<file path="src/fcr_pkg.sv">
// Package: shared constants for the four channel conversion readout
`default_nettype none
package fcr_pkg;
  // ***********************************************************************
  // Widths and counts
  // ***********************************************************************
  localparam int RESULT_WIDTH = 14;
  localparam int CHANNEL_COUNT = 4;
  localparam int CORE_CLOCK_MHZ = 125;
  // ***********************************************************************
  // Conversion clock timing, in conversion clock cycles
  // ***********************************************************************
  localparam int FIRST_RESULT_CYCLE = 17;
  localparam int RESULT_SPACING_CYCLES = 3;
  localparam int LAST_RESULT_CYCLE = 26;
  localparam int TRACK_RESUME_CYCLE = 12;
  localparam int QUIET_CYCLES = 3;
  // ***********************************************************************
  // Internal oscillator and core clock timing
  // ***********************************************************************
  localparam int INTERNAL_OSC_NS = 200;
  localparam int INTERNAL_OSC_CYCLES = (INTERNAL_OSC_NS * CORE_CLOCK_MHZ) / 1000;
  localparam int FIRST_RESULT_NS = 3400;
  localparam int NEXT_RESULT_NS = 600;
  localparam int CONVERT_PULSE_MIN_NS = 40;
  localparam int CONVERT_PULSE_MIN_CYCLES = (CONVERT_PULSE_MIN_NS * CORE_CLOCK_MHZ + 999) / 1000;
  localparam int EXT_CLOCK_HALF_NS = 200;
  localparam int EXT_CLOCK_HALF_CYCLES = (EXT_CLOCK_HALF_NS * CORE_CLOCK_MHZ) / 1000;
  // Quiet time at the host's own conversion clock; also longer than three oscillator periods
  localparam int QUIET_CORE_CYCLES = QUIET_CYCLES * 2 * EXT_CLOCK_HALF_CYCLES;
  // Ready strobes outlast the host's agreeing synchroniser stages
  localparam int READY_PULSE_CYCLES = 4;
  // ***********************************************************************
  // Code values
  // ***********************************************************************
  localparam logic [13:0] CODE_FULL_POSITIVE = 14'h1FFF;
  localparam logic [13:0] CODE_FULL_NEGATIVE = 14'h2000;
  localparam logic [13:0] CODE_ZERO = 14'h0000;
  localparam int TRIM_LIMIT = 64;
endpackage : fcr_pkg
`default_nettype wire

</file>
<file path="src/fcr_bus_if.sv">
// Interface: pins between converter and host
`default_nettype none
interface fcr_bus_if;
  logic clock_source_select;
  logic convert_start_n;
  logic conversion_clk;
  logic chip_select_n;
  logic read_strobe_n;
  logic result_ready_n;
  logic last_result_ready_n;
  logic [13:0] data_out;
  logic data_oe;
  logic [13:0] data;
  // No pull on these lines: a released bus shows the inverse so a late capture is caught
  assign data = data_oe ? data_out : ~data_out;
  modport device (
    input clock_source_select, convert_start_n, conversion_clk, chip_select_n, read_strobe_n,
    output result_ready_n, last_result_ready_n, data_out, data_oe
  );
  modport host (
    output clock_source_select, convert_start_n, conversion_clk, chip_select_n, read_strobe_n,
    input result_ready_n, last_result_ready_n, data
  );
endinterface : fcr_bus_if
`default_nettype wire

</file>
<file path="src/fcr_device.sv">
// Module: converter end, sequencing conversions and presenting results
`default_nettype none
// What this block does
// - host picks internal or external clock
// - host holds convert start low minimum time
// - sample all channels on convert start rise
// - pulse result ready per readable result
// - last ready falls with final result ready
// - host gives external clock within limits
// - external: first at cycle 17, then every 3
// - internal: first about 3.4us, then 600ns
// - host chip select style is free
// - drive bus while read and select low, else release
// - host waits next ready before next read
// - host waits three quiet cycles before start
// - external: last ready at pulse 26
// - each read pulse advances to next result, up to the fourth
// - host frees bus and waits quiet time
// - results are 14-bit two's complement
// - trim offset limited to 64 codes
// - data released when read or select high
// - tracking resumes after cycle 12
// - external clock 1 to 6 MHz
module fcr_device #(
  parameter int RESULT_WIDTH = fcr_pkg::RESULT_WIDTH,
  parameter logic signed [7:0] TRIM_OFFSET = 8'sh00
) (
  // Clock and reset
  input wire logic i_core_clk,
  input wire logic i_rst_n,
  input wire logic i_clk_en,
  // Analogue samples, one word per channel
  input wire logic [4*RESULT_WIDTH-1:0] i_sample,
  // Link to host
  fcr_bus_if.device bus,
  // Status
  output logic o_tracking,
  output logic o_busy
);
  if (RESULT_WIDTH != fcr_pkg::RESULT_WIDTH)
  begin : g_width_check
    $error("Result width must be 14");
  end
  if (TRIM_OFFSET > 8'sh40 || TRIM_OFFSET < -8'sh40)
  begin : g_trim_check
    $error("Trim offset exceeds 64 codes");
  end
  // ***********************************************************************
  // State
  // ***********************************************************************
  typedef enum logic [1:0] {ST_IDLE, ST_CONVERT, ST_DONE} fcr_phase_type;
  typedef struct packed {
    logic [2:0] cvs_sync;
    logic [2:0] clk_sync;
    logic [2:0] rd_sync;
    logic [2:0] cs_sync;
    logic [2:0] sel_sync;
    logic cvs;
    logic cclk;
    logic rd;
    fcr_phase_type phase;
    logic internal;
    logic [4:0] osc_count;
    logic [5:0] conv_cycle;
    logic [2:0] ready_count;
    logic [2:0] read_index;
    logic [3:0][13:0] held;
    logic result_ready_n;
    logic last_ready_n;
    logic [13:0] data_out;
    logic data_oe;
    logic tracking;
    logic [1:0] pulse_left;
    logic busy;
  } fcr_dev_state_type;
  fcr_dev_state_type state;
  fcr_dev_state_type next_state;
  logic [3:0][13:0] trimmed;
  // ***********************************************************************
  // Digital trim per channel
  // ***********************************************************************
  genvar ch;
  generate
    for (ch = 0; ch < 4; ch++)
    begin : g_trim
      logic signed [14:0] sum;
      // One spare bit so a shifted code clamps at full scale instead of wrapping to the other sign
      assign sum = 15'($signed(i_sample[ch*14 +: 14])) + 15'(TRIM_OFFSET);
      assign trimmed[ch] = (sum > 15'sh1FFF) ? fcr_pkg::CODE_FULL_POSITIVE :
        (sum < -15'sh2000) ? fcr_pkg::CODE_FULL_NEGATIVE : sum[13:0];
    end
  endgenerate
  // ***********************************************************************
  // Next state
  // ***********************************************************************
  always_comb
  begin
    logic tick;
    logic rd_low;
    next_state = state;
    tick = 1'b0;
    rd_low = 1'b0;
    next_state.cvs_sync = {state.cvs_sync[1:0], bus.convert_start_n};
    next_state.clk_sync = {state.clk_sync[1:0], bus.conversion_clk};
    next_state.rd_sync = {state.rd_sync[1:0], bus.read_strobe_n};
    next_state.cs_sync = {state.cs_sync[1:0], bus.chip_select_n};
    next_state.sel_sync = {state.sel_sync[1:0], bus.clock_source_select};
    // A change counts only once the second and third stages agree
    if (state.cvs_sync[1] == state.cvs_sync[2])
      next_state.cvs = state.cvs_sync[2];
    if (state.clk_sync[1] == state.clk_sync[2])
      next_state.cclk = state.clk_sync[2];
    if (state.rd_sync[1] == state.rd_sync[2])
      next_state.rd = state.rd_sync[2];
    next_state.result_ready_n = 1'b1;
    next_state.last_ready_n = 1'b1;
    // A one-cycle strobe would never pass the host's agreeing synchroniser stages
    if (state.pulse_left != 2'h0)
    begin
      next_state.result_ready_n = 1'b0;
      next_state.last_ready_n = state.last_ready_n;
      next_state.pulse_left = state.pulse_left - 2'h1;
    end
    // Conversion clock edge, from the oscillator or the external pin
    if (state.internal)
    begin
      if (state.osc_count == 5'(fcr_pkg::INTERNAL_OSC_CYCLES - 1))
      begin
        next_state.osc_count = '0;
        tick = 1'b1;
      end
      else
        next_state.osc_count = state.osc_count + 5'd1;
    end
    else
      tick = next_state.cclk && !state.cclk;
    unique case (state.phase)
      ST_IDLE, ST_DONE:
      begin
        next_state.tracking = 1'b1;
        if (next_state.cvs && !state.cvs)
        begin
          next_state.held = trimmed;
          next_state.tracking = 1'b0;
          next_state.phase = ST_CONVERT;
          next_state.internal = state.sel_sync[2];
          next_state.osc_count = '0;
          next_state.conv_cycle = '0;
          next_state.ready_count = '0;
          next_state.read_index = '0;
        end
      end
      ST_CONVERT:
      begin
        if (tick)
        begin
          next_state.conv_cycle = state.conv_cycle + 6'd1;
          if (state.conv_cycle + 6'd1 > 6'(fcr_pkg::TRACK_RESUME_CYCLE))
            next_state.tracking = 1'b1;
          // Cycles 17, 20, 23, 26 make results readable
          if (state.conv_cycle + 6'd1 >= 6'(fcr_pkg::FIRST_RESULT_CYCLE) &&
              state.ready_count < 3'd4 &&
              state.conv_cycle + 6'd1 == 6'(fcr_pkg::FIRST_RESULT_CYCLE) +
              6'(fcr_pkg::RESULT_SPACING_CYCLES) * 6'(state.ready_count))
          begin
            next_state.result_ready_n = 1'b0;
            next_state.pulse_left = 2'(fcr_pkg::READY_PULSE_CYCLES - 1);
            next_state.ready_count = state.ready_count + 3'd1;
            if (state.ready_count == 3'd3)
            begin
              next_state.last_ready_n = 1'b0;
              next_state.phase = ST_DONE;
            end
          end
        end
      end
      default:
        next_state.phase = ST_IDLE;
    endcase
    next_state.busy = (next_state.phase == ST_CONVERT);
    // Each completed read strobe advances to the next channel, up to channel 3
    if (next_state.rd && !state.rd && state.read_index < 3'd3)
      next_state.read_index = state.read_index + 3'd1;
    rd_low = !state.rd_sync[2] && !state.rd_sync[1] && !state.cs_sync[2] && !state.cs_sync[1];
    next_state.data_oe = rd_low;
    next_state.data_out = state.held[state.read_index[1:0]];
  end
  // ***********************************************************************
  // Registers
  // ***********************************************************************
  always_ff @(posedge i_core_clk or negedge i_rst_n)
  begin
    if (!i_rst_n)
    begin
      state <= '0;
      state.cvs_sync <= 3'h7;
      state.clk_sync <= 3'h0;
      state.rd_sync <= 3'h7;
      state.cs_sync <= 3'h7;
      state.cvs <= 1'b1;
      state.rd <= 1'b1;
      state.phase <= ST_IDLE;
      state.result_ready_n <= 1'b1;
      state.last_ready_n <= 1'b1;
      state.tracking <= 1'b1;
    end
    else if (i_clk_en)
      state <= next_state;
  end
  assign bus.result_ready_n = state.result_ready_n;
  assign bus.last_result_ready_n = state.last_ready_n;
  assign bus.data_out = state.data_out;
  assign bus.data_oe = state.data_oe;
  assign o_tracking = state.tracking;
  assign o_busy = state.busy;
endmodule : fcr_device
`default_nettype wire

</file>
<file path="src/flat_wrapper.sv">
// flat-port wrapper written by rule: the top's interface ports become plain ports
module fcr_device_flat 
#(
  parameter int RESULT_WIDTH = fcr_pkg::RESULT_WIDTH,
  parameter logic signed [7:0] TRIM_OFFSET = 8'sh00
)
  (i_core_clk, i_rst_n, i_clk_en, i_sample, o_tracking, o_busy, bus_clock_source_select, bus_convert_start_n, bus_conversion_clk, bus_chip_select_n, bus_read_strobe_n, bus_result_ready_n, bus_last_result_ready_n, bus_data_out, bus_data_oe);
  fcr_bus_if bus_i ();
  input wire logic i_core_clk;
  input wire logic i_rst_n;
  input wire logic i_clk_en;
  input wire logic [4*RESULT_WIDTH-1:0] i_sample;
  output logic o_tracking;
  output logic o_busy;
  input wire logic [$bits(bus_i.clock_source_select)-1:0] bus_clock_source_select;
  input wire logic [$bits(bus_i.convert_start_n)-1:0] bus_convert_start_n;
  input wire logic [$bits(bus_i.conversion_clk)-1:0] bus_conversion_clk;
  input wire logic [$bits(bus_i.chip_select_n)-1:0] bus_chip_select_n;
  input wire logic [$bits(bus_i.read_strobe_n)-1:0] bus_read_strobe_n;
  output wire logic [$bits(bus_i.result_ready_n)-1:0] bus_result_ready_n;
  output wire logic [$bits(bus_i.last_result_ready_n)-1:0] bus_last_result_ready_n;
  output wire logic [$bits(bus_i.data_out)-1:0] bus_data_out;
  output wire logic [$bits(bus_i.data_oe)-1:0] bus_data_oe;
  assign bus_i.clock_source_select = bus_clock_source_select;
  assign bus_i.convert_start_n = bus_convert_start_n;
  assign bus_i.conversion_clk = bus_conversion_clk;
  assign bus_i.chip_select_n = bus_chip_select_n;
  assign bus_i.read_strobe_n = bus_read_strobe_n;
  assign bus_result_ready_n = bus_i.result_ready_n;
  assign bus_last_result_ready_n = bus_i.last_result_ready_n;
  assign bus_data_out = bus_i.data_out;
  assign bus_data_oe = bus_i.data_oe;
  fcr_device #(.RESULT_WIDTH(RESULT_WIDTH), .TRIM_OFFSET(TRIM_OFFSET)) u_core (.i_core_clk(i_core_clk), .i_rst_n(i_rst_n), .i_clk_en(i_clk_en), .i_sample(i_sample), .bus(bus_i), .o_tracking(o_tracking), .o_busy(o_busy));
endmodule
</file>
<file path="config.mk">
export PLATFORM = sky130hd
export DESIGN_NAME = fcr_device_flat
export DESIGN_NICKNAME = d
export VERILOG_FILES = /design/src/fcr_pkg.sv /design/src/fcr_bus_if.sv /design/src/fcr_device.sv /design/src/flat_wrapper.sv
export SDC_FILE = /design/constraint.sdc
export NUM_CORES = 1
export LEC_CHECK = 0
export CAP_MARGIN = 10
export CORE_MARGIN = 2
export CORE_UTILIZATION = 57
export CTS_CLUSTER_SIZE = 8
export DETAILED_ROUTE_END_ITERATION = 8
export DONT_BUFFER_PORTS = 1
export GPL_ROUTABILITY_DRIVEN = 0
export GPL_TIMING_DRIVEN = 0
export PLACE_DENSITY = 0.78
export SYNTH_ARGS = -nofsm -noshare
export SYNTH_HDL_FRONTEND = slang
export SYNTH_SLANG_ARGS = --single-unit
</file>
<file path="constraint.sdc">
create_clock -name i_core_clk -period 3.3 [get_ports i_core_clk]
set_clock_uncertainty 0.15 [all_clocks]
set_input_delay 0.33 -clock i_core_clk [delete_from_list [all_inputs] [get_ports i_core_clk]]
set_output_delay 0.33 -clock i_core_clk [all_outputs]
set_load 0.005 [all_outputs]
</file>
==> results of run 1 <==
layer usage:
| layer | track usage | up-vias |
|---|---|---|
| met5 | 0 | - |
| met4 | 0.1310 | 0 |
| met3 | 0.08351 | 52 |
| met2 | 0.5177 | 214 |
| met1 | 0.3715 | 2212 |
| li1 | - | 1927 |
through the flow:
step | util | std cells
4_1_cts | 0.7400 | 760
6_report | 0.7400 | 760
5_1_grt | 0.7400 | 760
3_3_place_gp | 0.6056 | 661
3_5_place_dp | 0.6056 | 661
2_1_floorplan | - | 532
placed cells by master, fill, tap and decap left out, types with 2 or more instances in the layout:
master	n
mux2_2	27
o21ai_0	28
clkinv_2	3
clkbuf_1	24
clkbuf_8	5
mux4_2	14
a21o_1	2
a21oi_1	6
a32o_1	3
nor2_1	13
dfstp_2	14
buf_4	17
dlygate4sd3_1	63
buf_1	4
o31ai_1	2
inv_1	16
xnor2_1	4
xor2_1	4
nand2b_1	5
nand2_1	190
clkbuf_16	16
nand3_1	10
inv_2	2
dfrtp_1	99
o32ai_1	2
nor3_1	2
nor2b_1	2
ha_1	13
a21o_2	2
dfrtp_2	2
clkinvlp_4	3
cell type report:
cell class | instances | share of cell area
Sequential cell | 115 | 0.4238
Multi-Input combinational cell | 357 | 0.3297
Timing Repair Buffer | 67 | 0.09954
Clock buffer | 24 | 0.07027
Buffer | 41 | 0.03147
Tap cell | 129 | 0.02360
Clock inverter | 8 | 0.01116
Inverter | 19 | 0.01043
cells by family (layout without fill, tap and decap cells):
family | Yosys count | after routing | share of synthesized area
AO/OA/AOI/OAI | 57 | 57 | 0.07207
XOR/XNOR | 8 | 8 | 0.01289
adder cells (fa/ha/maj) | 15 | 15 | 0.03546
buffers and inverters | 60 | 159 | 0.05273
flip-flops | 115 | 115 | 0.5328
multiplexers | 41 | 41 | 0.1140
AND/OR/NAND/NOR | 236 | 236 | 0.1801
how the worst max path moves through the flow:
stage | startpoint | depth (start not counted) | to | slack [ns]
floorplan | u_core.state[81] | 11 | u_core.o_busy | 0.07
global placement | u_core.state[81] | 11 | u_core.o_busy | -0.08
detailed placement | u_core.state[81] | 11 | u_core.o_busy | -0.16
CTS | u_core.state[81] | 11 | u_core.o_busy | 0.11
global route | u_core.state[81] | 11 | u_core.o_busy | 0.003
finish | u_core.state[81] | 11 | u_core.o_busy | 0.07
report_power, final:
part,internal (mW),total (mW),switching (mW)
clock,1.07,1.73,0.653
sequential,1.64,1.81,0.165
combinational,0.500,0.929,0.429
critical path, stage by stage, from the launching register on:
cell       delay [ns]
dfrtp_2          0.42
inv_2            0.06
ha_1             0.30
fa_2             0.38
inv_2            0.07
ha_1             0.23
xor2_1           0.15
xnor2_1          0.16
a2111oi_4        0.21
o211ai_2         0.16
or3b_4           0.44
a311o_1          0.36
cells in the mapped netlist (2+ instances only):
cell and number:
a21o_1 2, a21o_2 2, a21oi_1 6, a32o_1 3, buf_1 4, buf_4 14, clkbuf_1 21, dfrtp_1 101
dfstp_2 14, ha_1 13, inv_1 18, mux2_2 27, mux4_2 14, nand2_1 190, nand2b_1 5, nand3_1 10
nor2_1 13, nor2b_1 2, nor3_1 2, o21ai_0 28, o31ai_1 2, o32ai_1 2, xnor2_1 4, xor2_1 4
timing repair:
item / in CTS / in global routing
hold buffers: 64 / 0
endpoints found under the setup margin: 4 / 0
gates resized for setup: 5 / 0
endpoints found under the hold margin: 179 / 0
setup buffers: 3 / 0
flip-flops by register name (all words and copies together) (netlist names):
name	cells
u_core.bus.data_oe	1
u_core.bus.data_out	14
u_core.bus.last_result_ready_n	1
u_core.bus.result_ready_n	1
u_core.next_state	10
u_core.o_busy	1
u_core.o_tracking	1
u_core.state	86
==> results.md, run 1 <==
* Status: completed
* Setup Total Neg Slack at 0 ns
* Synthesized area at 0.005434 sq mm
* Design Power at 4.465 mW
* Unrepaired setup endpoints after global routing: false
* TritonRoute pass-1 iters at 7
* CTS buffer count at 17
* H-Tree Depth at 4
* Worst Hold Class: input port to register
* Required @ worst endpoint at 3.55 ns
* Final slew viol count at 0
* Synth cell types at 55
* Routed WL at 14.83 mm
* WL met2 at 7.653 mm
* # IOs at 83
* TritonCTS clock tree: built
* Vias post-DR at 4405
* Ratio of cells with drive above 1 in the final layout at 0.1886
* Placed Area at 0.005595 sq mm
* Row count at 35
* Initial drt markers at 392
* WL per Instance at 19.52 um
* Final ANT Viol Nets at 0
* RR Startpoint: u_core.state[81]
* Slew @ Worst Pin at 0.9418 ns
* HPWL Detailed at 8.111 mm
* VDD IR max at 0.0004026 V
* CTS sink count at 115
* Ys flop type: dfrtp_1
* Area Growth Syn to Fin at 25.83%
* Die Y at 101.6 um
* Final net count at 696
* R2R Setup Slk at 0.07 ns
* Top Layer Used: met4
* Syn_area_per_cell at 10.21 sq um
* Top cell type's share of synthesized area at 0.4651
* Yosys Warn Count at 0
* CTS Root Cell: clkbuf_8
* Initial core utilization at 0.5881
* Clk_lat worst skew at 0.53 ns
* Asr flop ratio synth at 1.000
* Die ar. at 0.01033 sq mm
* Worst setup margin at 0.07242 ns
* Pin count of the biggest net entering global routing at 116
* First-pass GRT wire length at 23.36 mm
* Metal3 WL at 945 um
* Worst Setup Path Type: register to register
* CP Data Arrival Time at 3.47 ns
* Hold Slack at 0.08986 ns
* Final Hold Fails at 0
* Core box area at 0.009240 sq mm
* Final setup fails at 0
* Period utilization at 0.9781
* Seq/Total Area, Yosys at 0.5328
* WHS Path Cells at 4
* Mapped Cells at 532
* Longest Clk Path Bufs at 2
* Syn_nets at 610
* Yosys top cell by area: dfrtp_1
* Via density per instance at 5.796
* Hold worst-path end: u_core.state[83]
* Leak at 3.248 nW
* Buffers on Ports at 0
* Worst R2R Path Depth at 11
* GRT Total Usage at 0.3064
* Area of the multi-input gates at 0.002255 sq mm
* Dominant cells by area after synthesis: dfrtp_1 (47%), nand2_1 (13%), dfstp_2 (6.8%)
* R2R Path End: u_core.o_busy
* Cell area power density at 652.9 mW/mm^2
* Remaining global-route overflow at 0
* Register area at 0.002898 sq mm
* Die W at 101.6 um
* Max-Cap Viols at 0
* Tmin final at 3.228 ns
* Setup crit start kind: register
* Reg clk slew, reported paths at 0.06 ns
* Pre-CTS setup slack at -0.1588 ns
* DRC at 0
* Ant diodes at 0
* Crit Path Max Fanout at 5
* Number of synthesized register bits at 115
* Final instance area at 0.006838 sq mm
* Hold path startpoint: i_clk_en
* Fmax at 309.8 MHz
* Post-synth EDFFs at 0
* Rel. slew slack at 0.3663
* Vias in the first global route at 4572
* Endpoint class of the critical path: register
* Wl on met1 at 5.738 mm
* Initial antenna violation count at 0
* Number of fill cells in the layout at 548
No activity file was read; power rests on OpenSTA's default activity.
==> inputs of run 2 (changes only) <==
--- a/config.mk
+++ b/config.mk
@@ -14,6 +14,7 @@
 export GPL_ROUTABILITY_DRIVEN = 0
 export GPL_TIMING_DRIVEN = 0
 export PLACE_DENSITY = 0.78
+export SETUP_SLACK_MARGIN = 0.2
 export SYNTH_ARGS = -nofsm -noshare
 export SYNTH_HDL_FRONTEND = slang
 export SYNTH_SLANG_ARGS = --single-unit
==> results.md, run 2 (synthesis results as in run 1) <==
* Internal power at 3.392 mW
* Crit Path Max Fanout at 4
* WL met2 at 8.075 mm
* Metal3 WL at 1.096 mm
* Vias post-DR at 4489
* Worst Hold Class: input port to register
* Die W at 101.6 um
* Biggest register: u_core.state
* Pin count of the biggest net entering global routing at 116
* Leak at 3.289 nW
* Unrepaired setup endpoints after global routing: true
* Endpoint class of the critical path: register
* Row count at 35
* Final Hold Fails at 0
* Core box area at 0.009240 sq mm
* Area of the multi-input gates at 0.002320 sq mm
* Required @ worst endpoint at 3.54 ns
* Period utilization at 0.9795
* CTS sink count at 115
* Status: completed
* Initial core utilization at 0.5881
* Cell area power density at 664.8 mW/mm^2
* CTS Root Cell: clkbuf_8
* Tmin final at 3.232 ns
* Initial drt markers at 400
* First-pass GRT wire length at 23.87 mm
* Number of flip-flops in the largest register at 86
* GRT Total Usage at 0.3121
* CTS buffer count at 17
* Final slew viol count at 0
* Buffers on Ports at 0
* TritonRoute pass-1 iters at 5
* Slew @ Worst Pin at 0.8213 ns
* Placed Area at 0.005595 sq mm
* Top Layer Used: met4
* Routed WL at 15.36 mm
* Max-Cap Viols at 0
* H-Tree Depth at 4
* Die Y at 101.6 um
* Vias in the first global route at 4763
* Initial antenna violation count at 0
* Final ANT Viol Nets at 0
* Reg clk slew, reported paths at 0.06 ns
* Fmax at 309.4 MHz
* # IOs at 83
* Setup crit start kind: register
* Rel. slew slack at 0.4474
* Register area at 0.002899 sq mm
* Ant diodes at 0
* Clk_lat worst skew at 0.51 ns
* Worst Setup Path Type: register to register
* VDD IR max at 0.0005034 V
* CP Data Arrival Time at 3.47 ns
* Wl on met1 at 5.738 mm
* DRC at 0
* Ratio of cells with drive above 1 in the final layout at 0.2054
* Clock share of power at 0.409
* Number of fill cells in the layout at 513
* Most frequent cells in the layout: nand2_1 (190), dfrtp_1 (98), dlygate4sd3_1 (63)
* Hold Slack at 0.1197 ns
* Final setup fails at 0
* Setup Total Neg Slack at 0 ns
* Commonest non-fill, non-tap cell in the layout: nand2_1
* HPWL Detailed at 8.319 mm
* Switching Share at 0.2690
* Via density per instance at 5.891
* WL per Instance at 20.15 um
* Logic pwr share at 0.203
* Final net count at 698
* Power share of the sequential group at 0.388
* Sw power at 1.248 mW
* Longest Clk Path Bufs at 2
* Final instance area at 0.006980 sq mm
* Die ar. at 0.01033 sq mm
* TritonCTS clock tree: built
* Area Growth Syn to Fin at 28.46%
* Remaining global-route overflow at 0
run 2: layout make-up:
cell class	count	share of cell area
Buffer	41	0.03083
Clock buffer	20	0.06238
Tap cell	129	0.02312
Clock inverter	12	0.02581
Sequential cell	115	0.4153
Timing Repair Buffer	69	0.09966
Multi-Input combinational cell	357	0.3323
Inverter	19	0.01058
run 2: worst paths after layout:
path	from	endpoint	slack (ns)	depth (start not counted)
setup / recovery	u_core.state[80]	u_core.state[95]	0.07	12
hold / removal	i_clk_en	u_core.state[83]	0.12	4
setup reg to reg	u_core.state[80]	u_core.state[95]	0.07	12
hold reg to reg	u_core.state[29]	u_core.state[29]	0.34	2
max in group asynchronous	i_rst_n	u_core.bus.data_out[12]	2.30	2
min in group asynchronous	i_rst_n	u_core.state[64]	0.30	2
run 2: routing by layer:
metal  vias up  global-route usage
li1       1939                   -
met1      2264              0.3638
met2       248              0.5359
met3        38             0.08075
met4         0              0.1538
met5         -                   0
run 2: timing repair:
item	in CTS	in global routing
hold buffers	64	0
hold endpoints to repair	179	0
pin swaps	3	6
setup endpoints to repair	4	5
resized for setup	3	13
setup buffers	3	2
run 2: power by group through the flow:
stage	clock [mW]	sequential (mW)	combinational, mW
2_1_floorplan	0	1.76	0.684
3_3_place_gp	0	1.80	0.780
5_1_grt	1.97	1.83	1.02
3_5_place_dp	0	1.81	0.818
6_report	1.90	1.80	0.942
4_1_cts	1.90	1.79	0.926
run 2: critical path: stages (launching register included):
cell and delay, ns:
dfrtp_2 0.40, buf_4 0.16, ha_4 0.15, inv_2 0.04, fa_2 0.35, inv_2 0.07, ha_4 0.20, xor2_2 0.15
xnor2_2 0.16, a2111oi_4 0.34, o211ai_2 0.18, or3b_4 0.45, a221o_1 0.30
run 2: through the flow:
step                  util  setup slack, ns  cells  power [mW]
CTS                 0.7462           0.1593    760       4.615
global placement    0.6056          0.07218    661       2.579
finish              0.7555          0.06779    762       4.640
floorplan                -           0.2167    532       2.446
global route        0.7555          0.03181    762       4.823
detailed placement  0.6056         0.003533    661       2.629
